## src/adcc_pkg.sv

```systemverilog
// Shared constants, register map and carrier types of the converter control block.
// What this block does
// - The start bit starts a conversion when set, reads one while converting, and stops on zero.
// - The start bit clears itself when a single conversion or a DMA sequence completes.
// - Bit 1 of the conversion control register is the top bit of the three-bit gain selection.
// - Bit 7 of the probe control register powers the thermal probe and resets to off.
// - The result register shows the 12-bit result read-only, with bits 31 to 12 at zero.
// - Direction zero gives gains 1/4, 1/2, 1, 2 and direction one gives 2, 4, 8, 16.
// - Any write to the conversion control register clears the conversion done flag, unless a conversion completes in that cycle.
package adcc_pkg;
  localparam int ADDR_W = 8;
  localparam int RESULT_W = 12;
  localparam logic [7:0] OFS_CONV_CTRL = 8'h00;
  localparam logic [7:0] OFS_PROBE_CTRL = 8'h04;
  localparam logic [7:0] OFS_RESULT = 8'h08;
  localparam logic [7:0] OFS_CONFIG = 8'h0c;
  localparam logic [7:0] OFS_IRQ_STAT = 8'h10;
  localparam logic [7:0] OFS_IRQ_MASK = 8'h14;
  localparam logic [7:0] OFS_FLAG = 8'h18;
  localparam int GO_BIT = 0;
  localparam int GAIN_DIR_BIT = 1;
  localparam int PROBE_PWR_BIT = 7;
  localparam int DONE_FLAG_BIT = 7;
  localparam int CFG_GAIN_LSB = 0;
  localparam int CFG_BUF_BIT = 2;
  localparam int CFG_DIFF_BIT = 3;
  localparam int CFG_CONT_BIT = 4;
  localparam int IRQ_W = 2;
  localparam int IRQ_CONV_BIT = 0;
  localparam int IRQ_DMA_BIT = 1;
  localparam logic [1:0] GAIN_LO_RESET = 2'h2;
  localparam logic [1:0] RESP_OKAY = 2'h0;
  localparam logic [1:0] RESP_SLVERR = 2'h2;
  localparam logic [3:0] EXP_LOW_BIAS = 4'h2;
  localparam logic [3:0] EXP_HIGH_BIAS = 4'h1;

  typedef struct packed {
    logic en;
    logic [ADDR_W-1:0] addr;
    logic [31:0] data;
    logic [3:0] strb;
  } adcc_wr_s;

  typedef struct packed {
    logic run;
    logic start;
    logic [2:0] gain_sel;
    logic buf_on;
    logic diff;
    logic probe_pwr;
  } adcc_conv_s;

  // Registers take whole aligned words, so the two low address bits are ignored.
  function automatic logic adcc_hit(input logic [ADDR_W-1:0] a, input logic [ADDR_W-1:0] ofs);
    return a[ADDR_W-1:2] == ofs[ADDR_W-1:2];
  endfunction
endpackage

```

## src/adcc_axil.sv

```systemverilog
// AXI4-Lite slave front end that turns bus transfers into register strobes.
`timescale 1ns/100ps
module adcc_axil import adcc_pkg::*; (
  // Clock, reset and enable
  input wire logic aclk,
  input wire logic aresetn,
  input wire logic ce,
  // Write channels
  input wire logic awvalid,
  output logic awready,
  input wire logic [ADDR_W-1:0] awaddr,
  input wire logic wvalid,
  output logic wready,
  input wire logic [31:0] wdata,
  input wire logic [3:0] wstrb,
  output logic bvalid,
  input wire logic bready,
  output logic [1:0] bresp,
  // Read channels
  input wire logic arvalid,
  output logic arready,
  input wire logic [ADDR_W-1:0] araddr,
  output logic rvalid,
  input wire logic rready,
  output logic [31:0] rdata,
  output logic [1:0] rresp,
  // Register side
  output adcc_wr_s wr,
  input wire logic wr_err,
  output logic [ADDR_W-1:0] rd_addr,
  input wire logic [31:0] rd_data,
  input wire logic rd_err
);
  logic aw_v_q;
  logic w_v_q;
  logic [ADDR_W-1:0] aw_addr_q;
  logic [31:0] w_data_q;
  logic [3:0] w_strb_q;

  // Address and data are parked separately so they may arrive in either order.
  assign awready = ce && !aw_v_q && !bvalid;
  assign wready = ce && !w_v_q && !bvalid;
  assign arready = ce && !rvalid;
  assign rd_addr = araddr;
  assign wr.en = ce && aw_v_q && w_v_q && !bvalid;
  assign wr.addr = aw_addr_q;
  assign wr.data = w_data_q;
  assign wr.strb = w_strb_q;

  always_ff @(posedge aclk) begin
    if (!aresetn) begin
      aw_v_q <= 1'b0;
      aw_addr_q <= '0;
    end else if (ce) begin
      if (awvalid && awready) begin
        aw_v_q <= 1'b1;
        aw_addr_q <= awaddr;
      end else if (wr.en) begin
        aw_v_q <= 1'b0;
      end
    end
  end

  always_ff @(posedge aclk) begin
    if (!aresetn) begin
      w_v_q <= 1'b0;
      w_data_q <= '0;
      w_strb_q <= '0;
    end else if (ce) begin
      if (wvalid && wready) begin
        w_v_q <= 1'b1;
        w_data_q <= wdata;
        w_strb_q <= wstrb;
      end else if (wr.en) begin
        w_v_q <= 1'b0;
      end
    end
  end

  always_ff @(posedge aclk) begin
    if (!aresetn) begin
      bvalid <= 1'b0;
      bresp <= RESP_OKAY;
    end else if (ce) begin
      if (wr.en) begin
        bvalid <= 1'b1;
        bresp <= wr_err ? RESP_SLVERR : RESP_OKAY;
      end else if (bready) begin
        bvalid <= 1'b0;
      end
    end
  end

  always_ff @(posedge aclk) begin
    if (!aresetn) begin
      rvalid <= 1'b0;
      rdata <= '0;
      rresp <= RESP_OKAY;
    end else if (ce) begin
      if (arvalid && arready) begin
        rvalid <= 1'b1;
        rdata <= rd_data;
        rresp <= rd_err ? RESP_SLVERR : RESP_OKAY;
      end else if (rready) begin
        rvalid <= 1'b0;
      end
    end
  end
endmodule // adcc_axil

```

## src/adcc_gain.sv

```systemverilog
// Gain selection former: joins the direction bit and the two low gain bits.
`timescale 1ns/100ps
module adcc_gain import adcc_pkg::*; (
  // Clock, reset and enable
  input wire logic aclk,
  input wire logic aresetn,
  input wire logic ce,
  // Gain fields
  input wire logic dir,
  input wire logic [1:0] code,
  // Formed selection and its gain as a power of two
  output logic [2:0] amp_gain_select,
  output logic [3:0] gain_exp
);
  always_ff @(posedge aclk) begin
    if (!aresetn) begin
      amp_gain_select <= {1'b0, GAIN_LO_RESET};
      gain_exp <= 4'h0;
    end else if (ce) begin
      amp_gain_select <= {dir, code};
      // Exponent is two's complement: -2 to 1 for attenuation, 1 to 4 for gain.
      gain_exp <= dir ? {2'h0, code} + EXP_HIGH_BIAS : {2'h0, code} - EXP_LOW_BIAS;
    end
  end

  property p_sel_form;
    @(posedge aclk) disable iff (!aresetn)
    ce |=> amp_gain_select == {$past(dir), $past(code)};
  endproperty
  a_sel_form: assert property (p_sel_form)
    else $error("Gain selection does not follow direction and code.");

  property p_gain_map;
    @(posedge aclk) disable iff (!aresetn)
    (ce && dir && code == 2'h3) |=> gain_exp == 4'h4;
  endproperty
  a_gain_map: assert property (p_gain_map)
    else $error("Highest gain code is not a gain of sixteen.");

  property p_gain_low;
    @(posedge aclk) disable iff (!aresetn)
    (ce && !dir && code == 2'h0) |=> gain_exp == 4'he;
  endproperty
  a_gain_low: assert property (p_gain_low)
    else $error("Lowest gain code is not a quarter.");
endmodule // adcc_gain

```

## src/adcc_top.sv

```systemverilog
// Conversion control block: start bit, gain, probe power, result and interrupt registers.
//
// The register offsets and the AXI4-Lite interface to the registers are this design's own decisions.
`timescale 1ns/100ps
module adcc_top import adcc_pkg::*; (
  // Clock, reset and enable
  input wire logic aclk,
  input wire logic aresetn,
  input wire logic ce,
  // AXI4-Lite write channels
  input wire logic awvalid,
  output logic awready,
  input wire logic [ADDR_W-1:0] awaddr,
  input wire logic wvalid,
  output logic wready,
  input wire logic [31:0] wdata,
  input wire logic [3:0] wstrb,
  output logic bvalid,
  input wire logic bready,
  output logic [1:0] bresp,
  // AXI4-Lite read channels
  input wire logic arvalid,
  output logic arready,
  input wire logic [ADDR_W-1:0] araddr,
  output logic rvalid,
  input wire logic rready,
  output logic [31:0] rdata,
  output logic [1:0] rresp,
  // Converter core
  output adcc_conv_s conv_ctl,
  output logic [3:0] gain_exp,
  input wire logic conv_done,
  input wire logic [RESULT_W-1:0] conv_data,
  input wire logic dma_done,
  // Interrupt
  output logic irq
);
  adcc_wr_s wr;
  logic wr_err;
  logic [ADDR_W-1:0] rd_addr;
  logic [31:0] rd_data;
  logic rd_err;

  logic go_q;
  logic start_q;
  logic dir_q;
  logic probe_pwr_q;
  logic [1:0] gain_lo_q;
  logic buf_on_q;
  logic diff_q;
  logic cont_q;
  logic [RESULT_W-1:0] result_q;
  logic done_flag_q;
  logic [IRQ_W-1:0] stat_q;
  logic [IRQ_W-1:0] mask_q;
  logic [2:0] gain_sel;

  logic wr_conv;
  logic wr_conv_b0;
  logic wr_probe;
  logic wr_cfg;
  logic wr_stat;
  logic wr_mask;
  logic wr_go;
  logic wr_pwr;
  logic conv_fin;
  logic go_end;
  logic [IRQ_W-1:0] events;

  adcc_axil i_adcc_axil (
    .aclk(aclk),
    .aresetn(aresetn),
    .ce(ce),
    .awvalid(awvalid),
    .awready(awready),
    .awaddr(awaddr),
    .wvalid(wvalid),
    .wready(wready),
    .wdata(wdata),
    .wstrb(wstrb),
    .bvalid(bvalid),
    .bready(bready),
    .bresp(bresp),
    .arvalid(arvalid),
    .arready(arready),
    .araddr(araddr),
    .rvalid(rvalid),
    .rready(rready),
    .rdata(rdata),
    .rresp(rresp),
    .wr(wr),
    .wr_err(wr_err),
    .rd_addr(rd_addr),
    .rd_data(rd_data),
    .rd_err(rd_err)
  );

  adcc_gain i_adcc_gain (
    .aclk(aclk),
    .aresetn(aresetn),
    .ce(ce),
    .dir(dir_q),
    .code(gain_lo_q),
    .amp_gain_select(gain_sel),
    .gain_exp(gain_exp)
  );

  // Any write to the control word counts, but fields change only with byte lane 0.
  assign wr_conv = wr.en && adcc_hit(wr.addr, OFS_CONV_CTRL);
  assign wr_conv_b0 = wr_conv && wr.strb[0];
  assign wr_probe = wr.en && wr.strb[0] && adcc_hit(wr.addr, OFS_PROBE_CTRL);
  assign wr_cfg = wr.en && wr.strb[0] && adcc_hit(wr.addr, OFS_CONFIG);
  assign wr_stat = wr.en && wr.strb[0] && adcc_hit(wr.addr, OFS_IRQ_STAT);
  assign wr_mask = wr.en && wr.strb[0] && adcc_hit(wr.addr, OFS_IRQ_MASK);
  assign wr_go = wr.data[GO_BIT];
  assign wr_pwr = wr.data[PROBE_PWR_BIT];
  // Results that arrive after software stopped the converter are dropped.
  assign conv_fin = conv_done && go_q;
  assign go_end = (conv_fin && !cont_q) || (go_q && dma_done);
  assign events = {go_q && dma_done, conv_fin};
  assign wr_err = !(adcc_hit(wr.addr, OFS_CONV_CTRL) || adcc_hit(wr.addr, OFS_PROBE_CTRL)
    || adcc_hit(wr.addr, OFS_RESULT) || adcc_hit(wr.addr, OFS_CONFIG)
    || adcc_hit(wr.addr, OFS_IRQ_STAT) || adcc_hit(wr.addr, OFS_IRQ_MASK)
    || adcc_hit(wr.addr, OFS_FLAG));

  // A software write beats a same-cycle completion so a fresh start is never lost.
  always_ff @(posedge aclk) begin
    if (!aresetn) begin
      go_q <= 1'b0;
    end else if (ce) begin
      if (wr_conv_b0) begin
        go_q <= wr_go;
      end else if (go_end) begin
        go_q <= 1'b0;
      end
    end
  end

  always_ff @(posedge aclk) begin
    if (!aresetn) begin
      start_q <= 1'b0;
    end else if (ce) begin
      start_q <= wr_conv_b0 && wr_go && !go_q;
    end
  end

  always_ff @(posedge aclk) begin
    if (!aresetn) begin
      dir_q <= 1'b0;
    end else if (ce && wr_conv_b0) begin
      dir_q <= wr.data[GAIN_DIR_BIT];
    end
  end

  always_ff @(posedge aclk) begin
    if (!aresetn) begin
      probe_pwr_q <= 1'b0;
    end else if (ce && wr_probe) begin
      probe_pwr_q <= wr_pwr;
    end
  end

  always_ff @(posedge aclk) begin
    if (!aresetn) begin
      gain_lo_q <= GAIN_LO_RESET;
      buf_on_q <= 1'b0;
      diff_q <= 1'b0;
      cont_q <= 1'b0;
    end else if (ce && wr_cfg) begin
      gain_lo_q <= wr.data[CFG_GAIN_LSB +: 2];
      buf_on_q <= wr.data[CFG_BUF_BIT];
      diff_q <= wr.data[CFG_DIFF_BIT];
      cont_q <= wr.data[CFG_CONT_BIT];
    end
  end

  always_ff @(posedge aclk) begin
    if (!aresetn) begin
      result_q <= '0;
    end else if (ce && conv_fin) begin
      result_q <= conv_data;
    end
  end

  // The done flag is set by hardware; a completion in the clearing cycle still sets it.
  always_ff @(posedge aclk) begin
    if (!aresetn) begin
      done_flag_q <= 1'b0;
    end else if (ce) begin
      if (conv_fin) begin
        done_flag_q <= 1'b1;
      end else if (wr_conv) begin
        done_flag_q <= 1'b0;
      end
    end
  end

  always_ff @(posedge aclk) begin
    if (!aresetn) begin
      stat_q <= '0;
    end else if (ce) begin
      stat_q <= (stat_q & ~(wr_stat ? wr.data[IRQ_W-1:0] : '0)) | events;
    end
  end

  always_ff @(posedge aclk) begin
    if (!aresetn) begin
      mask_q <= '0;
    end else if (ce && wr_mask) begin
      mask_q <= wr.data[IRQ_W-1:0];
    end
  end

  assign irq = |(stat_q & mask_q);
  assign conv_ctl.run = go_q;
  assign conv_ctl.start = start_q;
  assign conv_ctl.gain_sel = gain_sel;
  assign conv_ctl.buf_on = buf_on_q;
  assign conv_ctl.diff = diff_q;
  assign conv_ctl.probe_pwr = probe_pwr_q;

  always_comb begin
    rd_data = '0;
    rd_err = 1'b0;
    if (adcc_hit(rd_addr, OFS_CONV_CTRL)) begin
      rd_data[GO_BIT] = go_q;
      rd_data[GAIN_DIR_BIT] = dir_q;
    end else if (adcc_hit(rd_addr, OFS_PROBE_CTRL)) begin
      rd_data[PROBE_PWR_BIT] = probe_pwr_q;
    end else if (adcc_hit(rd_addr, OFS_RESULT)) begin
      rd_data[RESULT_W-1:0] = result_q;
    end else if (adcc_hit(rd_addr, OFS_CONFIG)) begin
      rd_data[CFG_GAIN_LSB +: 2] = gain_lo_q;
      rd_data[CFG_BUF_BIT] = buf_on_q;
      rd_data[CFG_DIFF_BIT] = diff_q;
      rd_data[CFG_CONT_BIT] = cont_q;
    end else if (adcc_hit(rd_addr, OFS_IRQ_STAT)) begin
      rd_data[IRQ_W-1:0] = stat_q;
    end else if (adcc_hit(rd_addr, OFS_IRQ_MASK)) begin
      rd_data[IRQ_W-1:0] = mask_q;
    end else if (adcc_hit(rd_addr, OFS_FLAG)) begin
      rd_data[DONE_FLAG_BIT] = done_flag_q;
    end else begin
      rd_err = 1'b1;
    end
  end

  property p_go_write;
    @(posedge aclk) disable iff (!aresetn)
    (ce && wr_conv_b0) |=> go_q == $past(wr_go);
  endproperty
  a_go_write: assert property (p_go_write)
    else $error("Start bit does not take the written value.");

  property p_go_end;
    @(posedge aclk) disable iff (!aresetn)
    (ce && !wr_conv_b0 && go_q && ((conv_done && !cont_q) || dma_done)) |=> !go_q;
  endproperty
  a_go_end: assert property (p_go_end)
    else $error("Start bit stays set after its conversion ended.");

  property p_probe_pwr;
    @(posedge aclk) disable iff (!aresetn)
    (ce && wr_probe) |=> conv_ctl.probe_pwr == $past(wr_pwr);
  endproperty
  a_probe_pwr: assert property (p_probe_pwr)
    else $error("Probe power does not follow its control bit.");

  property p_result_read;
    @(posedge aclk) disable iff (!aresetn)
    (ce && arvalid && arready && adcc_hit(araddr, OFS_RESULT))
      |=> rvalid && rdata == {20'h0, $past(result_q)};
  endproperty
  a_result_read: assert property (p_result_read)
    else $error("Result read does not show the held value with zero upper bits.");

  property p_flag_clear;
    @(posedge aclk) disable iff (!aresetn)
    (ce && wr_conv && !conv_fin) |=> !done_flag_q;
  endproperty
  a_flag_clear: assert property (p_flag_clear)
    else $error("Done flag survives a control register write.");

  property p_result_hold;
    @(posedge aclk) disable iff (!aresetn)
    (ce && conv_fin) |=> result_q == $past(conv_data);
  endproperty
  a_result_hold: assert property (p_result_hold)
    else $error("Result register does not capture the finished conversion.");

  property p_result_keep;
    @(posedge aclk) disable iff (!aresetn)
    !(ce && conv_fin) |=> $stable(result_q);
  endproperty
  a_result_keep: assert property (p_result_keep)
    else $error("Result register changes without a finished conversion.");

  property p_start_pulse;
    @(posedge aclk) disable iff (!aresetn)
    (ce && wr_conv_b0 && wr_go && !go_q) |=> conv_ctl.start && go_q;
  endproperty
  a_start_pulse: assert property (p_start_pulse)
    else $error("Setting the start bit gives no start pulse.");

  property p_done_set;
    @(posedge aclk) disable iff (!aresetn)
    (ce && conv_fin) |=> done_flag_q && stat_q[IRQ_CONV_BIT];
  endproperty
  a_done_set: assert property (p_done_set)
    else $error("Finished conversion does not raise the done flag and status.");
endmodule // adcc_top
```

## config.mk

```make
export PLATFORM = sky130hd
export DESIGN_NAME = adcc_top
export DESIGN_NICKNAME = d
export VERILOG_FILES = /design/src/adcc_pkg.sv /design/src/adcc_axil.sv /design/src/adcc_gain.sv /design/src/adcc_top.sv
export SDC_FILE = /design/constraint.sdc
export NUM_CORES = 1
export LEC_CHECK = 0
export BUFFER_PORTS_ARGS = -buffer_cell sky130_fd_sc_hd__buf_4
export CORE_ASPECT_RATIO = 1.5
export CORE_MARGIN = 2
export CORE_UTILIZATION = 47
export CTS_CLUSTER_DIAMETER = 80
export DETAILED_ROUTE_END_ITERATION = 6
export PLACE_DENSITY_LB_ADDON = 0.25
export SYNTH_ARGS = -nofsm -noshare
export SYNTH_HDL_FRONTEND = slang
export SYNTH_SLANG_ARGS = --single-unit
```

## constraint.sdc

```tcl
create_clock -name aclk -period 1.9 [get_ports aclk]
set_input_delay 0.19 -clock aclk [delete_from_list [all_inputs] [get_ports aclk]]
set_output_delay 0.19 -clock aclk [all_outputs]
set_load 0.005 [all_outputs]
```

## Yosys cells after proc, flatten, opt, wreduce, memory -nomap -nowiden

Cells that the tools add are included.
Widths: inputs -> output; s select.

| cells by class | value |
|---|---|
| bitwise logic cells | 4 |
| reduce and logical (&&, ||, !) cells | 60 |
| eq/ne operators | 12 |
| $add $sub $neg | 2 |
| muxes and demuxes | 39 |

Operator list:

| cell | count |
|---|---|
| $eq 6x3->1 const B | 6 |
| $logic_and 1x1->1 | 28 |
| $eq 6x2->1 const B | 4 |
| $mux 1 | 24 |
| $reduce_and 2->1 | 10 |
| $mux 2 | 8 |
| $eq 6x1->1 const B | 2 |
| $logic_not 6->1 | 2 |
| $mux 4 | 3 |
| $reduce_bool 2->1 | 6 |
| $mux 10 | 1 |
| $logic_or 1x1->1 | 7 |
| $mux 7 | 1 |
| $logic_not 1->1 | 6 |
| $mux 5 | 1 |
| $and 2x2->2 | 2 |
| $add 2x1->3 const B | 1 |
| $mux 3 | 1 |
| $sub 2x2->3 const B | 1 |
| $not 2->2 | 1 |
| $or 2x2->2 | 1 |
| $reduce_or 2->1 | 1 |

| word-level totals | value |
|---|---|
| output and inout bits | 54 |
| word-level logic and storage cells | 141 |
| input bits | 74 |
| register bits after elaboration | 70 |

## Depth between registers and ports, before layout

| depth | value |
|---|---|
| word-level depth | 9 |
| gate-level depth with buffers | 5 |
| mapped depth without buffers | 4 |

## Modules after synthesis

From an unflattened synthesis, not the netlist that was laid out.

| second synthesis, totals | value |
|---|---|
| cell total of the unflattened synthesis | 566 |
| area, all modules | 5073.6 um2 |

Modules (own cells, without submodules):

| module | cells each | area each (um2) | instances | seq. area each (um2) |
|---|---|---|---|---|
| adcc_axil | 371 | 3412.0 | 1 | 1641.6 |
| adcc_top | 167 | 1372.6 | 1 | 520.5 |
| adcc_gain | 28 | 289.0 | 1 | 140.1 |

## Worst setup path after synthesis

Ideal clock, no wire load.

| path | value |
|---|---|
| kind | register to register |
| start | register i_adcc_axil.bvalid |
| end | register mask_q[0] |
| library setup time | 119 ps |
| buffers on the path | 1 |
| cell stages (with the launch flop) | 6 |
| slack | 450 ps |
| required time | 1781 ps |
| data arrival time | 1331 ps |
| clock period less this slack | 1450 ps |
| cells stage by stage | dfxtp_1 and4b_1 buf_2 nand3_1 or3_1 mux2i_1 |

| on the way | value |
|---|---|
| cells in the longest elaborated chain, start to end | 5 |

Ends and longest elaborated chain:

| element | RTL line | source |
|---|---|---|
| from (decl) | adcc_axil.sv:16 | `output logic bvalid,` |
| from (signal assigned) | adcc_axil.sv:82 | `bvalid <= 1'b0;` |
| from (signal assigned) | adcc_axil.sv:86 | `bvalid <= 1'b1;` |
| from (signal assigned) | adcc_axil.sv:89 | `bvalid <= 1'b0;` |
| $logic_not 1->1 | adcc_axil.sv:45 | `assign wr.en = ce && aw_v_q && w_v_q && !bvalid;` |
| $logic_and 1x1->1 | adcc_axil.sv:45 |  |
| $logic_and 1x1->1 (2 in series) | adcc_top.sv:114 | `assign wr_mask = wr.en && wr.strb[0] && adcc_hit(wr.addr, OFS_IRQ_MASK);` |
| $logic_and 1x1->1 | adcc_top.sv:209 | `end else if (ce && wr_mask) begin` |
| to (signal assigned) | adcc_top.sv:210 | `mask_q <= wr.data[IRQ_W-1:0];` |
| to (decl) | adcc_top.sv:55 | `logic [IRQ_W-1:0] mask_q;` |

No other way between the ends.
A chain may end at the register's enable or synchronous reset.

## Worst setup path after layout

| path | value |
|---|---|
| start | register i_adcc_axil.w_v_q |
| end | register mask_q[1] |

| on the way | value |
|---|---|
| cells in the longest elaborated chain, start to end | 5 |

Ends and longest elaborated chain:

| element | RTL line | source |
|---|---|---|
| from (decl) | adcc_axil.sv:35 | `logic w_v_q;` |
| from (signal assigned) | adcc_axil.sv:66 | `w_v_q <= 1'b0;` |
| from (signal assigned) | adcc_axil.sv:71 | `w_v_q <= 1'b1;` |
| from (signal assigned) | adcc_axil.sv:75 | `w_v_q <= 1'b0;` |
| $logic_and 1x1->1 (2 in series) | adcc_axil.sv:45 |  |
| $logic_and 1x1->1 (2 in series) | adcc_top.sv:114 |  |
| $logic_and 1x1->1 | adcc_top.sv:209 |  |

No other way between the ends.

==> results by group <==
Clocking
  • Root Buffer Master: clkbuf_8
  • Clock Latency Late Sink: 0.34 ns
  • Num Clock Sinks: 64
  • Clock Path Buffers: 2
  • Post-CTS setup buffers: 0
  • CTS tree: yes
  • H-tree Lvls: 3
  • CTS resizes: 0
  • Cts hold-fix bufs: 0
  • Total CTS buffers: 9
  • Worst-path clk slew: ~0.070 ns

Die
  • Die height: 101 microns
  • CORE AREA: 0.00609 sq mm
  • Rows: 35
  • Initial Util: 0.481
  • Die Area: 0.00690 sq mm
  • Ports: 128
  • Die X: 68.5 microns

Drt
  • DR vias/cell: 5.04
  • DRC Markers: 0
  • Post-route antenna net violation count: 0
  • Via count: 2363
  • DRT iter0 DRCs: 73
  • Drt wl/cell: 13.0 microns
  • Routed WL: 6110 microns
  • 1st-pass router iterations: 4

Timing
  • Share of the clock period used by the worst path: 0.859
  • Fin. max-slew vios: 0
  • Worst slew pin tran: 0.588 ns
  • Sum Neg Setup Slack: 0 ns
  • F_max: roughly 610 MHz
  • Minimum clock period: 1.63 ns
  • Worst Skew: 0.00885 ns
  • RSZ-0062 raised after global routing: no
  • Final hold violation count: 0
  • Final setup violation count: 0
  • Slew margin rel.: 0.605

Synthesis
  • Yosys warnings: 0
  • Top cells by area, synth: dfxtp_1, mux2i_1, buf_4
  • Syn Area/Cell: between 9 and 10 sq um
  • Mapped Cells: 324
  • Main synth FF type: dfxtp_1
  • Area leader, netlist: dfxtp_1
  • Synthesis-stage register bit count: 64
  • Synth top cells by count: dfxtp_1, nand2_1, nor2b_1
  • Number of synthesized flops with an enable pin: 0
  • Netlist cell types: 42
  • Cell Area, Synth: 0.00293 sq mm
  • Seq/Total Area, Yosys: 0.437
  • Yosys top cell area share: 0.437
  • Most frequent cell after synthesis: dfxtp_1
  • Asr flop ratio synth: 0

Worst setup path
  • FF-to-FF setup slack: between 0.2 and 0.3 ns
  • Critical Path AT: 1.86 ns
  • Max FO, Critical Path: 8
  • CP Launch Type: register
  • CP endpoint kind: register
  • Critical Path, Cell by Cell: and4b_1 -> nand3_1 -> or3_1 -> mux2i_1
  • Critical path class: register to register
  • Cell family with most CP delay: simple AND/OR/NAND/NOR gates
  • Crit path buffers/inverters: 0
  • Critical path's slowest cell: or3_1
  • Worst Path Required: 2.12 ns
  • CP peak stage delay: 0.44 ns

Final layout
  • Layout area overhead: 23.7%
  • Nets: 465
  • Final instance area: 0.00363 sq mm
  • Layout cells sized above 1: 0.258
  • Post-route insts no fill: 469
  • Antenna Cells: 0

Global routing
  • M1 GR Usage: 0.236
  • Global-route wire length before repair: 10100 microns
  • Met3 usage: 0.0503
  • Most Crowded Layer GR: met2
  • Vias in the first global route: 2203
  • Total GRT Usage: 0.196
  • Largest net degree at the start of global routing: 36
  • Initial antenna violation count: 0
  • Grt ovf: 0
  • M2 GR Usage: 0.319

Pwr
  • Max VDD drop: 0.000708 V
  • Static leakage: 1.49 nW
  • Cell Pwr Density: 769 mW/mm^2

Worst hold path
  • Worst hold path type: input port to register

Flow run
  • Max_cap viols: 0

Place
  • DP Area: roughly 0.0034 sq mm
  • DPL Wire Length: 4570 microns
  • I/O Buffers: 72
  • GPL Wtd Cong: around 0.74
  • Dpl cells: 453

Run status
  • Status: complete, no violations
==> layout by cell type, fill, tap and decap left out, types with 2 or more instances in the layout <==
cell type | Yosys | layout
a21boi_0 | 18 | 18
a21oi_1 | 7 | 7
a22oi_1 | 6 | 6
a32o_1 | 3 | 3
buf_4 | 27 | 81
clkbuf_1 | 14 | 2
clkbuf_8 | 0 | 11
clkinv_2 | 0 | 2
conb_1 | 1 | 22
dfxtp_1 | 64 | 64
inv_1 | 2 | 2
mux2_2 | 3 | 3
mux2i_1 | 24 | 24
nand2_1 | 44 | 44
nand2b_1 | 4 | 4
nand3_1 | 13 | 13
nand3b_1 | 3 | 3
nand4_1 | 4 | 4
nor2_1 | 6 | 6
nor2b_1 | 31 | 31
nor3b_1 | 2 | 2
o211ai_1 | 2 | 2
o21a_1 | 3 | 3
o21ai_0 | 15 | 15
o221ai_1 | 2 | 2
o22a_1 | 2 | 2
or3_1 | 2 | 2
or3b_2 | 2 | 2
==> layer usage <==
metal,share of wire,vias to the layer above,wire length [microns]
li1,-,1199,-
met1,0.41,1087,2520
met2,0.51,67,3120
met3,0.057,10,346
met4,0.020,0,121
met5,0,-,0
==> cell families after synthesis <==
group | synth area share
compound gates | 0.143
mux | 0.0935
simple gates | 0.219
xor+xnor | 0.00299
fa+ha+maj | 0.00427
other cells | 0.00128
buf+inv | 0.0991
flops | 0.437
==> tightest hold or removal path: cells and delay by family <==
family | cells | cell delay [ns]
simple gates | 1 | 0.09
buf+inv | 1 | 0.08
mux | 1 | 0.05
==> sequential cells by signal (all words and copies together), names as in the netlist, 2 cells and up <==
register / cells
gain_lo_q: 2
i_adcc_axil.aw_addr_q: 6
i_adcc_axil.rdata: 12
i_adcc_axil.w_data_q: 6
i_adcc_gain.amp_gain_select: 3
i_adcc_gain.gain_exp: 4
mask_q: 2
result_q: 12
stat_q: 2
==> path summary, 6_finish.rpt <==
| kind | depth (start not counted) | from | endpoint |
|---|---|---|---|
| max | 4 | i_adcc_axil.w_v_q | mask_q[1] |
| min | 3 | wdata[1] | i_adcc_axil.w_data_q[1] |
| max reg2reg | 4 | i_adcc_axil.w_v_q | mask_q[1] |
| min reg2reg | 2 | result_q[6] | result_q[6] |
==> stage by stage <==
stage | hold slack (ns) | utilization | power [W] | setup WS [ns]
after CTS | 0.0972 | 0.596 | 0.00281 | 0.254
after global placement | 0.448 | 0.563 | 0.00166 | 0.297
after detailed placement | 0.456 | 0.563 | 0.00166 | 0.268
after global routing | 0.112 | 0.596 | 0.00291 | 0.0830
final | 0.108 | 0.596 | 0.00279 | 0.269
after floorplan | 0.335 | - | 0.00158 | 0.450
==> where the power goes <==
part	total (W)	internal (W)	switching, W
clock network	0.00116	0.000674	0.000482
registers	0.00139	0.00137	0.0000209
logic	0.000244	0.000132	0.000112
==> area by class of cell <==
type	instances	area [sq um]
clock inverters	3	40.0
fillers	553	2460
repair buffers	81	608
inverters	2	7.51
clock buffers	13	159
well taps	74	92.6
multi-input cells	232	1440
flip-flops and latches	64	1280
(Power assumes the default switching activity.)
